`config.mk`:
```
export PLATFORM = sky130hd
export DESIGN_NAME = vf_framer
export DESIGN_NICKNAME = d
export VERILOG_FILES = /design/src/hdl/vf_pkg.sv /design/src/hdl/vf_framer.sv
export SDC_FILE = /design/constraint.sdc
export NUM_CORES = 1
export LEC_CHECK = 0
export ABC_AREA = 0
export BUFFER_PORTS_ARGS = -buffer_cell sky130_fd_sc_hd__buf_2
export CORE_ASPECT_RATIO = 1.5
export CORE_MARGIN = 3
export CORE_UTILIZATION = 60
export DETAILED_ROUTE_END_ITERATION = 8
export PLACE_DENSITY = 0.95
export SETUP_SLACK_MARGIN = 0.15
export SYNTH_ARGS = -nofsm -noshare
export SYNTH_HDL_FRONTEND = slang
export SYNTH_SLANG_ARGS = --single-unit
```
`constraint.sdc`:
```
create_clock -name clk -period 6.2 [get_ports clk]
set_input_delay 0.62 -clock clk [delete_from_list [all_inputs] [get_ports clk]]
set_output_delay 0.62 -clock clk [all_outputs]
set_load 0.01 [all_outputs]
```
`src/hdl/vf_pkg.sv`:
```
// Purpose: Shared constants and carriers for the video framing recovery core
// Assumes: One clock, synchronous active-low reset, Avalon-MM register access
// Notes:   Functional notes below are tagged in the design where they are kept
//
// Functional notes
// RQ1 - Hardware reset held low 32 clocks minimum
// RQ2 - Hardware reset pin plus software reset bit
// RQ3 - Reset ignores frame boundaries; tearing is expected
// RQ4 - System reset generator holds all resets long
// RQ5 - Software programs real frame size before use
// RQ6 - Predict frame start, line end; flag errors
// RQ7 - Early frame start: emit start, end frame
// RQ8 - Missing frame start: output start at programmed point
// RQ9 - After late start drop data until start
// RQ10 - Early line end: emit end, cut line
// RQ11 - Missing line end: emit end at width
// RQ12 - After late end drop pixels until end
// RQ13 - Software disables from output, enables from input
// RQ14 - Status shows state and last frame finished
// RQ15 - Single clock for stream and control
// RQ16 - Error bits: 0,1 line end; 2,3 start
// RQ17 - Size: low half pixels, high half lines
// RQ18 - Input ready low during init and flushing; the code keeps ready high in the flush states while the output is free
// RQ19 - Frame start on user bit, end on last
// RQ20 - Count pixel only on enabled completed transfer
package vf_pkg;

   localparam int          PIX_W          = 24;
   localparam int          CNT_W          = 13;
   localparam int          INIT_CYCLES    = 32;

   // Register byte addresses
   localparam logic [3:0]  ADDR_CTRL      = 4'h0;
   localparam logic [3:0]  ADDR_STATUS    = 4'h4;
   localparam logic [3:0]  ADDR_ERROR     = 4'h8;
   localparam logic [3:0]  ADDR_SIZE      = 4'hc;

   // Field positions
   localparam int          CTRL_EN_BIT    = 0;
   localparam int          CTRL_SRST_BIT  = 1;
   localparam int          STAT_DONE_BIT  = 0;
   localparam int          STAT_BUSY_BIT  = 1;
   localparam int          STAT_FLUSH_BIT = 2;
   localparam int          STAT_INIT_BIT  = 3;
   localparam int          ERR_LINE_END_PREMATURE  = 0;
   localparam int          ERR_LINE_END_OVERDUE   = 1;
   localparam int          ERR_SOF_EARLY  = 2;
   localparam int          ERR_SOF_LATE   = 3;
   localparam int          SIZE_COLS_LSB  = 0;
   localparam int          SIZE_ROWS_LSB  = 16;

   // Reset values: 1920 pixels by 1080 lines
   localparam logic [31:0] SIZE_RST       = 32'h0438_0780;

   typedef enum logic [2:0] {
      VF_INIT        = 3'b000,
      VF_IDLE        = 3'b001,
      VF_RUN         = 3'b010,
      VF_FLUSH_LINE  = 3'b011,
      VF_FLUSH_FRAME = 3'b100
   } vf_state_t;

   typedef struct packed {
      logic [PIX_W-1:0] data;
      logic             sof;
      logic             eol;
   } vf_beat_t;

   typedef struct packed {
      vf_state_t        st;
      logic [5:0]       init_cnt;
      logic [CNT_W-1:0] col;
      logic [CNT_W-1:0] row;
      logic             en;
      logic [31:0]      size;
      logic [3:0]       err;
      logic             m_valid;
      vf_beat_t         m_beat;
      logic             s_ready;
      logic             waitreq;
      logic [31:0]      rdata;
   } vf_regs_t;

endpackage

```
`src/hdl/vf_framer.sv`:
```
// Purpose: Frame position tracking, framing error flags and marker recovery
// Assumes: Inputs synchronous to clk; aclken freezes all state when low
// Notes:   Output register is a single stage, so throughput is one beat per two clocks
//
// The address map and the Avalon-MM register port are this design's own decisions.
`timescale 1ns/100ps
module vf_framer #(
   parameter int INIT_LEN = vf_pkg::INIT_CYCLES
) (
   // Clock, enable, reset
   input  wire logic                     clk,
   input  wire logic                     aclken,
   input  wire logic                     reset_n,
   // Stream in
   input  wire logic [vf_pkg::PIX_W-1:0] s_axis_tdata,
   input  wire logic                     s_axis_tvalid,
   input  wire logic                     s_axis_tuser,
   input  wire logic                     s_axis_tlast,
   output logic                          s_axis_tready,
   // Stream out
   output logic [vf_pkg::PIX_W-1:0]      m_axis_tdata,
   output logic                          m_axis_tvalid,
   output logic                          m_axis_tuser,
   output logic                          m_axis_tlast,
   input  wire logic                     m_axis_tready,
   // Avalon-MM register slave
   input  wire logic [3:0]               avs_address,
   input  wire logic                     avs_read,
   input  wire logic                     avs_write,
   input  wire logic [31:0]              avs_writedata,
   input  wire logic [3:0]               avs_byteenable,
   output logic [31:0]                   avs_readdata,
   output logic                          avs_waitrequest
);

   localparam vf_pkg::vf_regs_t REGS_RST = '{st: vf_pkg::VF_INIT, size: vf_pkg::SIZE_RST,
                                             waitreq: 1'b1, default: '0};

   vf_pkg::vf_regs_t           r;
   vf_pkg::vf_regs_t           n;
   logic [vf_pkg::CNT_W-1:0]   cols_m1;
   logic [vf_pkg::CNT_W-1:0]   rows_m1;
   logic [vf_pkg::CNT_W-1:0]   pc;
   logic [vf_pkg::CNT_W-1:0]   pr;
   logic                       take;
   logic                       proc;
   logic                       at_sof;
   logic                       sof_early;
   logic                       bus_req;
   logic                       bus_wr;
   logic                       err_clr_hit;
   logic [31:0]                rd_mux;

   function automatic logic [31:0] be_merge(input logic [31:0] old_v, input logic [31:0] new_v,
                                           input logic [3:0] be);
      logic [31:0] res;
      res = old_v;
      for (int i = 0; i < 4; i++) begin
         if (be[i]) begin
            res[8*i +: 8] = new_v[8*i +: 8];
         end
      end
      return res;
   endfunction

   always_comb begin
      n         = r;
      // Size halves, minus one, cut to counter width
      cols_m1   = r.size[vf_pkg::SIZE_COLS_LSB +: vf_pkg::CNT_W] - 13'h1; // [RQ17]
      rows_m1   = r.size[vf_pkg::SIZE_ROWS_LSB +: vf_pkg::CNT_W] - 13'h1; // [RQ17]
      take      = aclken && s_axis_tvalid && r.s_ready;                     // [RQ20]
      bus_req   = avs_read || avs_write;
      bus_wr    = avs_write && !r.waitreq;
      err_clr_hit = bus_wr && (avs_address == vf_pkg::ADDR_ERROR) && avs_byteenable[0];
      // Frame start seen early restarts position tracking at the origin
      at_sof    = (r.col == 13'h0) && (r.row == 13'h0);
      sof_early = s_axis_tuser && !at_sof;                                  // [RQ6]
      pc        = sof_early ? 13'h0 : r.col;
      pr        = sof_early ? 13'h0 : r.row;
      proc      = take && ((r.st == vf_pkg::VF_RUN) ||
                           (r.st != vf_pkg::VF_INIT && r.st != vf_pkg::VF_IDLE && s_axis_tuser));
      rd_mux    = 32'h0;
      unique case (avs_address)
         vf_pkg::ADDR_CTRL:   rd_mux[vf_pkg::CTRL_EN_BIT] = r.en;
         vf_pkg::ADDR_STATUS: begin
            rd_mux[vf_pkg::STAT_DONE_BIT]  = (r.st == vf_pkg::VF_IDLE);            // [RQ14]
            rd_mux[vf_pkg::STAT_BUSY_BIT]  = (r.st == vf_pkg::VF_RUN) || r.m_valid; // [RQ14]
            rd_mux[vf_pkg::STAT_FLUSH_BIT] = (r.st == vf_pkg::VF_FLUSH_LINE) ||
                                             (r.st == vf_pkg::VF_FLUSH_FRAME);
            rd_mux[vf_pkg::STAT_INIT_BIT]  = (r.st == vf_pkg::VF_INIT);
         end
         vf_pkg::ADDR_ERROR:  rd_mux[3:0] = r.err;                                  // [RQ16]
         vf_pkg::ADDR_SIZE:   rd_mux = r.size;
         default:             rd_mux = 32'h0;
      endcase
      if (aclken) begin
         // Bus: one wait cycle, then a single cycle with waitrequest low
         n.waitreq = !(bus_req && r.waitreq);
         if (bus_req && r.waitreq) begin
            n.rdata = rd_mux;
         end
         if (bus_wr && avs_address == vf_pkg::ADDR_CTRL && avs_byteenable[0]) begin
            n.en = avs_writedata[vf_pkg::CTRL_EN_BIT];
         end
         if (bus_wr && avs_address == vf_pkg::ADDR_SIZE) begin
            n.size = be_merge(r.size, avs_writedata, avs_byteenable);
         end
         if (err_clr_hit) begin
            n.err = r.err & ~avs_writedata[3:0];
         end
         if (m_axis_tready) begin
            n.m_valid = 1'b0;
         end
         unique case (r.st)
            vf_pkg::VF_INIT: begin
               // Input held off while the pipeline settles
               n.init_cnt = r.init_cnt + 6'h1;                                   // [RQ18]
               if (r.init_cnt == 6'(INIT_LEN - 1)) begin
                  n.st = vf_pkg::VF_IDLE;
               end
            end
            vf_pkg::VF_IDLE: begin
               n.col = 13'h0;
               n.row = 13'h0;
               if (r.en) begin
                  n.st = vf_pkg::VF_RUN;
               end
            end
            vf_pkg::VF_RUN: begin
               // Stop only between frames so the last frame leaves whole
               if (!r.en && at_sof && !take) begin
                  n.st = vf_pkg::VF_IDLE;                                        // [RQ14]
               end else if (take && at_sof && !s_axis_tuser) begin
                  n.err[vf_pkg::ERR_SOF_LATE] = 1'b1;                            // [RQ6]
                  n.st = vf_pkg::VF_FLUSH_FRAME;                                 // [RQ9]
               end
            end
            vf_pkg::VF_FLUSH_LINE: begin
               if (take && s_axis_tlast && !s_axis_tuser) begin
                  n.st = vf_pkg::VF_RUN;                                         // [RQ12]
               end
            end
            vf_pkg::VF_FLUSH_FRAME: begin
               if (take && s_axis_tuser) begin
                  n.st = vf_pkg::VF_RUN;                                         // [RQ9]
               end
            end
            default: n.st = vf_pkg::VF_INIT;
         endcase
         if (proc && !(r.st == vf_pkg::VF_RUN && at_sof && !s_axis_tuser)) begin
            n.st           = vf_pkg::VF_RUN;
            n.m_valid      = 1'b1;
            n.m_beat.data  = s_axis_tdata;
            // Output start always lands on the programmed origin
            n.m_beat.sof   = (pc == 13'h0) && (pr == 13'h0);                     // [RQ7] [RQ8] [RQ19]
            n.m_beat.eol   = s_axis_tlast || (pc == cols_m1);                    // [RQ10] [RQ11] [RQ19]
            if (sof_early) begin
               n.err[vf_pkg::ERR_SOF_EARLY] = 1'b1;                              // [RQ6] [RQ16]
            end
            if (s_axis_tlast && pc != cols_m1) begin
               n.err[vf_pkg::ERR_LINE_END_PREMATURE] = 1'b1;                              // [RQ6] [RQ16]
            end
            if (pc == cols_m1 && !s_axis_tlast) begin
               n.err[vf_pkg::ERR_LINE_END_OVERDUE] = 1'b1;                               // [RQ6] [RQ16]
               n.st = vf_pkg::VF_FLUSH_LINE;                                     // [RQ12]
            end
            if (s_axis_tlast || pc == cols_m1) begin
               n.col = 13'h0;
               n.row = (pr == rows_m1) ? 13'h0 : pr + 13'h1;
            end else begin
               n.col = pc + 13'h1;
               n.row = pr;
            end
         end
         // Software reset acts at once, whatever the frame position
         if (bus_wr && avs_address == vf_pkg::ADDR_CTRL && avs_byteenable[0] &&
             avs_writedata[vf_pkg::CTRL_SRST_BIT]) begin
            n.st       = vf_pkg::VF_INIT;                                         // [RQ2] [RQ3]
            n.init_cnt = 6'h0;
            n.col      = 13'h0;
            n.row      = 13'h0;
            n.err      = 4'h0;
            n.m_valid  = 1'b0;
         end
         // Registered ready: only when the output stage is free next cycle
         n.s_ready = !n.m_valid && (n.st != vf_pkg::VF_INIT) && (n.st != vf_pkg::VF_IDLE) &&
                     !(n.st == vf_pkg::VF_RUN && !n.en && n.col == 13'h0 &&
                       n.row == 13'h0);                                          // [RQ18]
      end
   end

   // Single clock for stream and register sides; reset not aligned to frames
   always_ff @(posedge clk) begin                                                // [RQ15]
      if (!reset_n) begin
         r <= REGS_RST;                                                          // [RQ2] [RQ3]
      end else begin
         r <= n;
      end
   end

   assign s_axis_tready   = r.s_ready;
   assign m_axis_tdata    = r.m_beat.data;
   assign m_axis_tvalid   = r.m_valid;
   assign m_axis_tuser    = r.m_beat.sof;
   assign m_axis_tlast    = r.m_beat.eol;
   assign avs_readdata    = r.rdata;
   assign avs_waitrequest = r.waitreq;
endmodule

```
## Word level (Yosys, flattened, before mapping)

Cells that the tools add are included.

| word-level totals | value |
|---|---|
| register bits after elaboration | 133 |
| output and inout bits | 61 |
| logic and storage cells | 140 |

| cells by class | value |
|---|---|
| add/subtract/negate cells | 5 |
| equality and inequality tests | 15 |
| muxes and demuxes | 34 |
| bitwise logic cells | 2 |
| reduce and logical (&&, ||, !) cells | 67 |

Operators with widths:

| cell | count |
|---|---|
| $logic_not 13->1 | 6 |
| $mux 26 | 3 |
| $mux 35 | 2 |
| $mux 13 | 3 |
| $logic_and 1x1->1 | 34 |
| $mux 30 | 1 |
| $mux 28 | 1 |
| $add 13x1->13 const B | 2 |
| $eq 13x13->1 | 2 |
| $sub 13x1->13 const B | 2 |
| $mux 3 | 7 |
| $pmux 3 s5 | 1 |
| $ne 13x13->1 | 1 |
| $reduce_and 3->1 | 4 |
| $logic_not 1->1 | 11 |
| $mux 1 | 10 |
| $mux 5 | 2 |
| $eq 3x2->1 const B | 3 |
| $ne 3x1->1 const B | 3 |
| $pmux 3 s3 | 1 |
| $eq 4x4->1 const B | 2 |
| $add 6x1->6 const B | 1 |
| $eq 6x5->1 const B | 1 |
| $mux 6 | 1 |
| other kinds (12) | 19 |

## Logic depth before layout (Yosys ltp)

| depth | value |
|---|---|
| depth after elaboration | 17 |
| gate-level depth with buffers | 16 |
| mapped depth without buffers | 13 |

## Worst setup path before layout

No wires, ideal clock.

| path | value |
|---|---|
| path kind | reg-to-reg |
| start point | register r[109] (netlist bit) |
| end point | register r (netlist bit s_axis_tready) |
| setup time | 0.130 ns |
| arrival | 3.370 ns |
| required time | 6.070 ns |
| setup slack | 2.700 ns |
| cell stages (with the launch flop) | 14 |
| period minus slack after synthesis | 3.500 ns |
| path through | dfxtp_1 > buf_6 > or4_4 > or4_4 > o21ai_4 > o31ai_1 > a2bb2oi_1 > or4_1 > buf_2 > a41o_1 > a21oi_2 > o211ai_1 > nor4_1 > a31oi_1 |

| between the ends | value |
|---|---|
| cells in the longest elaborated chain, start to end | 17 |
| elaborated cells between the ends (all ways) | 47 |
| those cells by class | 2 x add/sub; 4 x eq/ne; 16 x mux; 25 x reduce/logical |

RTL lines:

| item | line | RTL |
|---|---|---|
| start, declared | vf_framer.sv:39 | `vf_pkg::vf_regs_t r;` |
| start signal, assigned | vf_framer.sv:197 | `r <= n;` |
| parallel branches: the longest is 16 deep, another holds $add 13x1->13 | n/a |  |
| $logic_and 1x1->1 * | vf_framer.sv:186 | `n.s_ready = !n.m_valid && (n.st != vf_pkg::VF_INIT) && (n.st != vf_pkg::VF_IDLE) &&` |

Mark *: on every way between the ends. The select of a mux whose other input is x is not followed.
A chain may end at the register's enable or synchronous reset.

## Worst setup path in the final report

| path | value |
|---|---|
| start point | register r[108] (netlist bit) |
| end point | register r (netlist bit s_axis_tready) |

Same word-level chain as after synthesis.

==> metrics <==
status finished clean; HP Class in2reg; Crit path required time 6.49 ns; die width 101.4 um; Layout area overhead 10.05%; Initial Util 0.6231; sw power 0.0005122 W; core box area 0.01315 mm^2; Total Power 0.002030 W; Worst-path clk slew 0.06 ns; number of enable flip-flop cells after synthesis 0; count of state elements after synthesis 133; post-synth top area share 0.3251; final core occ 0.6857; CTS max path bufs 2; synth unique cells 78; Worst slew margin 0.1238; register area share after synthesis 0.3251; gpl congestion 1.009; 1st-iter DRT viols 772; Gates resized, CTS repair 0; max incr delay on CP 0.75 ns; CTS H-tree lvls 4; achievable frequency 221.3 MHz; min Tclk post-route 4.520 ns; startpoint types flop; register share of total power 0.428; diode count 0; most common cell in the netlist nand2_1; setup tns final 0 ns; Leakage 3.368 nW; largest fanout on the critical path 15; layout cell share with drive strength beyond 1 0.1808; Synth area leader dfxtp_1; pin count of the biggest net entering global routing 89; top_reg_cell synth dfxtp_1; Final period util 0.7290; max-slew violations 0; clock network fraction of total power 0.503; Critical-path top delay cell o41ai_4; largest cells by area after synthesis dfxtp_1 33%, nand2_1 6.4%, buf_4 5.3%; WL/cell 20.07 um; vias per inst 6.532; Hold Fails Final Rpt 0; Final HPWL DP 18,270 um; Critical Path AT 4.81 ns; Remaining DRCs 0; final WL 25,390 um; Row Count 51; fill count 1,027; pwr/cell area 225.3 mW/mm^2; Worst Setup End Kind flop; initial antenna violation count 0; Worst-Skew Late Latency 0.42 ns; Post-synth top cells 139 x nand2_1, 133 x dfxtp_1, 67 x nand3_1; Die ar. 0.01512 mm^2; Comb pwr share 0.069; GRT Resource Usage Total 0.3319; Post-Synthesis Cell Area 0.008190 mm^2; Die Height 149.1 um; RSZ-0062 raised after global routing no; Synth Instances 1,064; Setup Fix Bufs, Post-CTS 0; worst hold slack 0.4385 ns; first-pass GRT wire length 39,920 um; IO Count 134; Crit Path Category reg2reg; grt total ovfl 0; number of global-route vias before repair 7,820; NumNets Final 1,173; final clock skew 0.01139 ns; worst slew pin tran 1.303 ns; Num CTS Buffers 17; YS warnings 0; TritonCTS clock tree built; cell-internal power 0.001518 W; Post-synth ARST share 0; hold_buf cts 0; cell chain of the critical path or4_4, or4_4, o21ai_4, o31ai_1, a2bb2oi_1, o41ai_4, buf_4, nor2_2, o31ai_1, o211ai_1, nor4_1, a31oi_1; I/O Buffers 133; vias 8,263; Peak VDD IR 144.6 uV; switching part of the total power 0.2522; CTS Root Cell clkbuf_16; Setup-failing EPs final 0; max-cap check violation count 0; placed instance area 0.008422 mm^2; Final Instance Area 0.009014 mm^2; Syn Nets 1,144; 1st-pass router iterations 6; syn avg cell area 7.698 um^2; post-route ant nets 0; CTS sink count 133
==> worst paths after layout <==
| check | slack [ns] | cells after the start | start | endpoint |
|---|---|---|---|---|
| hold reg to reg | 0.46 | 2 | m_axis_tdata[18] | m_axis_tdata[18] |
| hold / removal | 0.44 | 3 | avs_writedata[7] | r[72] |
| setup reg to reg | 1.68 | 12 | r[108] | s_axis_tready |
| setup / recovery | 1.68 | 12 | r[108] | s_axis_tready |
==> registers in the layout (all words and copies together), names as in the netlist <==
register	cells
r	72
avs_readdata	32
m_axis_tdata	24
avs_waitrequest	1
m_axis_tlast	1
m_axis_tuser	1
m_axis_tvalid	1
s_axis_tready	1
==> cell families after synthesis <==
family	Yosys count	share of synthesized area
AND/OR/NAND/NOR	472	0.2936
AO/OA/AOI/OAI	259	0.2261
buffers and inverters	152	0.09746
flip-flops	133	0.3251
XOR/XNOR	33	0.03529
multiplexers	8	0.01176
adder cells (fa/ha/maj)	7	0.01069
==> layout make-up <==
| cell class | count | area (um^2) | share of cell area |
|---|---|---|---|
| multi-input combinational | 779 | 4756 | 0.5276 |
| sequential | 133 | 2663 | 0.2954 |
| clock buffer | 18 | 429.2 | 0.04761 |
| clock inverter | 14 | 162.7 | 0.01805 |
| tap | 159 | 198.9 | 0.02207 |
| inverter | 21 | 78.83 | 0.008745 |
| timing repair buffer | 141 | 725.7 | 0.08051 |
==> layer usage <==
metal	share of wire	global-route usage	routed length, um
met1	0.37	0.3782	9366
met2	0.50	0.5688	12760
met3	0.072	0.05896	1819
met4	0.057	0.1969	1452
met5	0	0	0
==> power groups by stage <==
stage	clock network, W	registers, W	logic, W
6_report	0.00102	0.000869	0.000140
5_1_grt	0.00107	0.000869	0.000151
4_1_cts	0.00103	0.000869	0.000137
3_5_place_dp	0	0.000888	0.000137
3_3_place_gp	0	0.000888	0.000133
2_1_floorplan	0	0.000884	0.0000876
==> per-stage QoR <==
step	setup slack, ns	cells
finish	1.681	1265
global route	1.557	1265
CTS	1.739	1265
detailed placement	1.825	1233
global placement	1.866	1233
floorplan	2.700	1064
==> critical path, delay by kind of cell, from the launching register on <==
kind                   cells  cell delay, ns
AND/OR/NAND/NOR            4            1.59
AO/OA/AOI/OAI              7            2.05
flip-flops                 1            0.41
buffers and inverters      1            0.32
==> placed cells by master (no fill, tap or decap), types with 9 or more instances in the layout <==
cell type,n
nand2_1,139
dfxtp_1,133
buf_2,133
nand3_1,67
nor2_1,62
nor2b_1,61
a21boi_0,56
a22oi_1,42
o21ai_0,35
nor3_1,30
a21oi_1,30
xnor2_1,25
inv_1,19
clkbuf_16,17
nor4_1,14
and2_1,13
nand4_1,13
or4_1,11
and3_1,10
nor3b_1,9
o21ai_1,9
o21a_1,9
or3_1,9
Power figures use the tool's default switching activity.
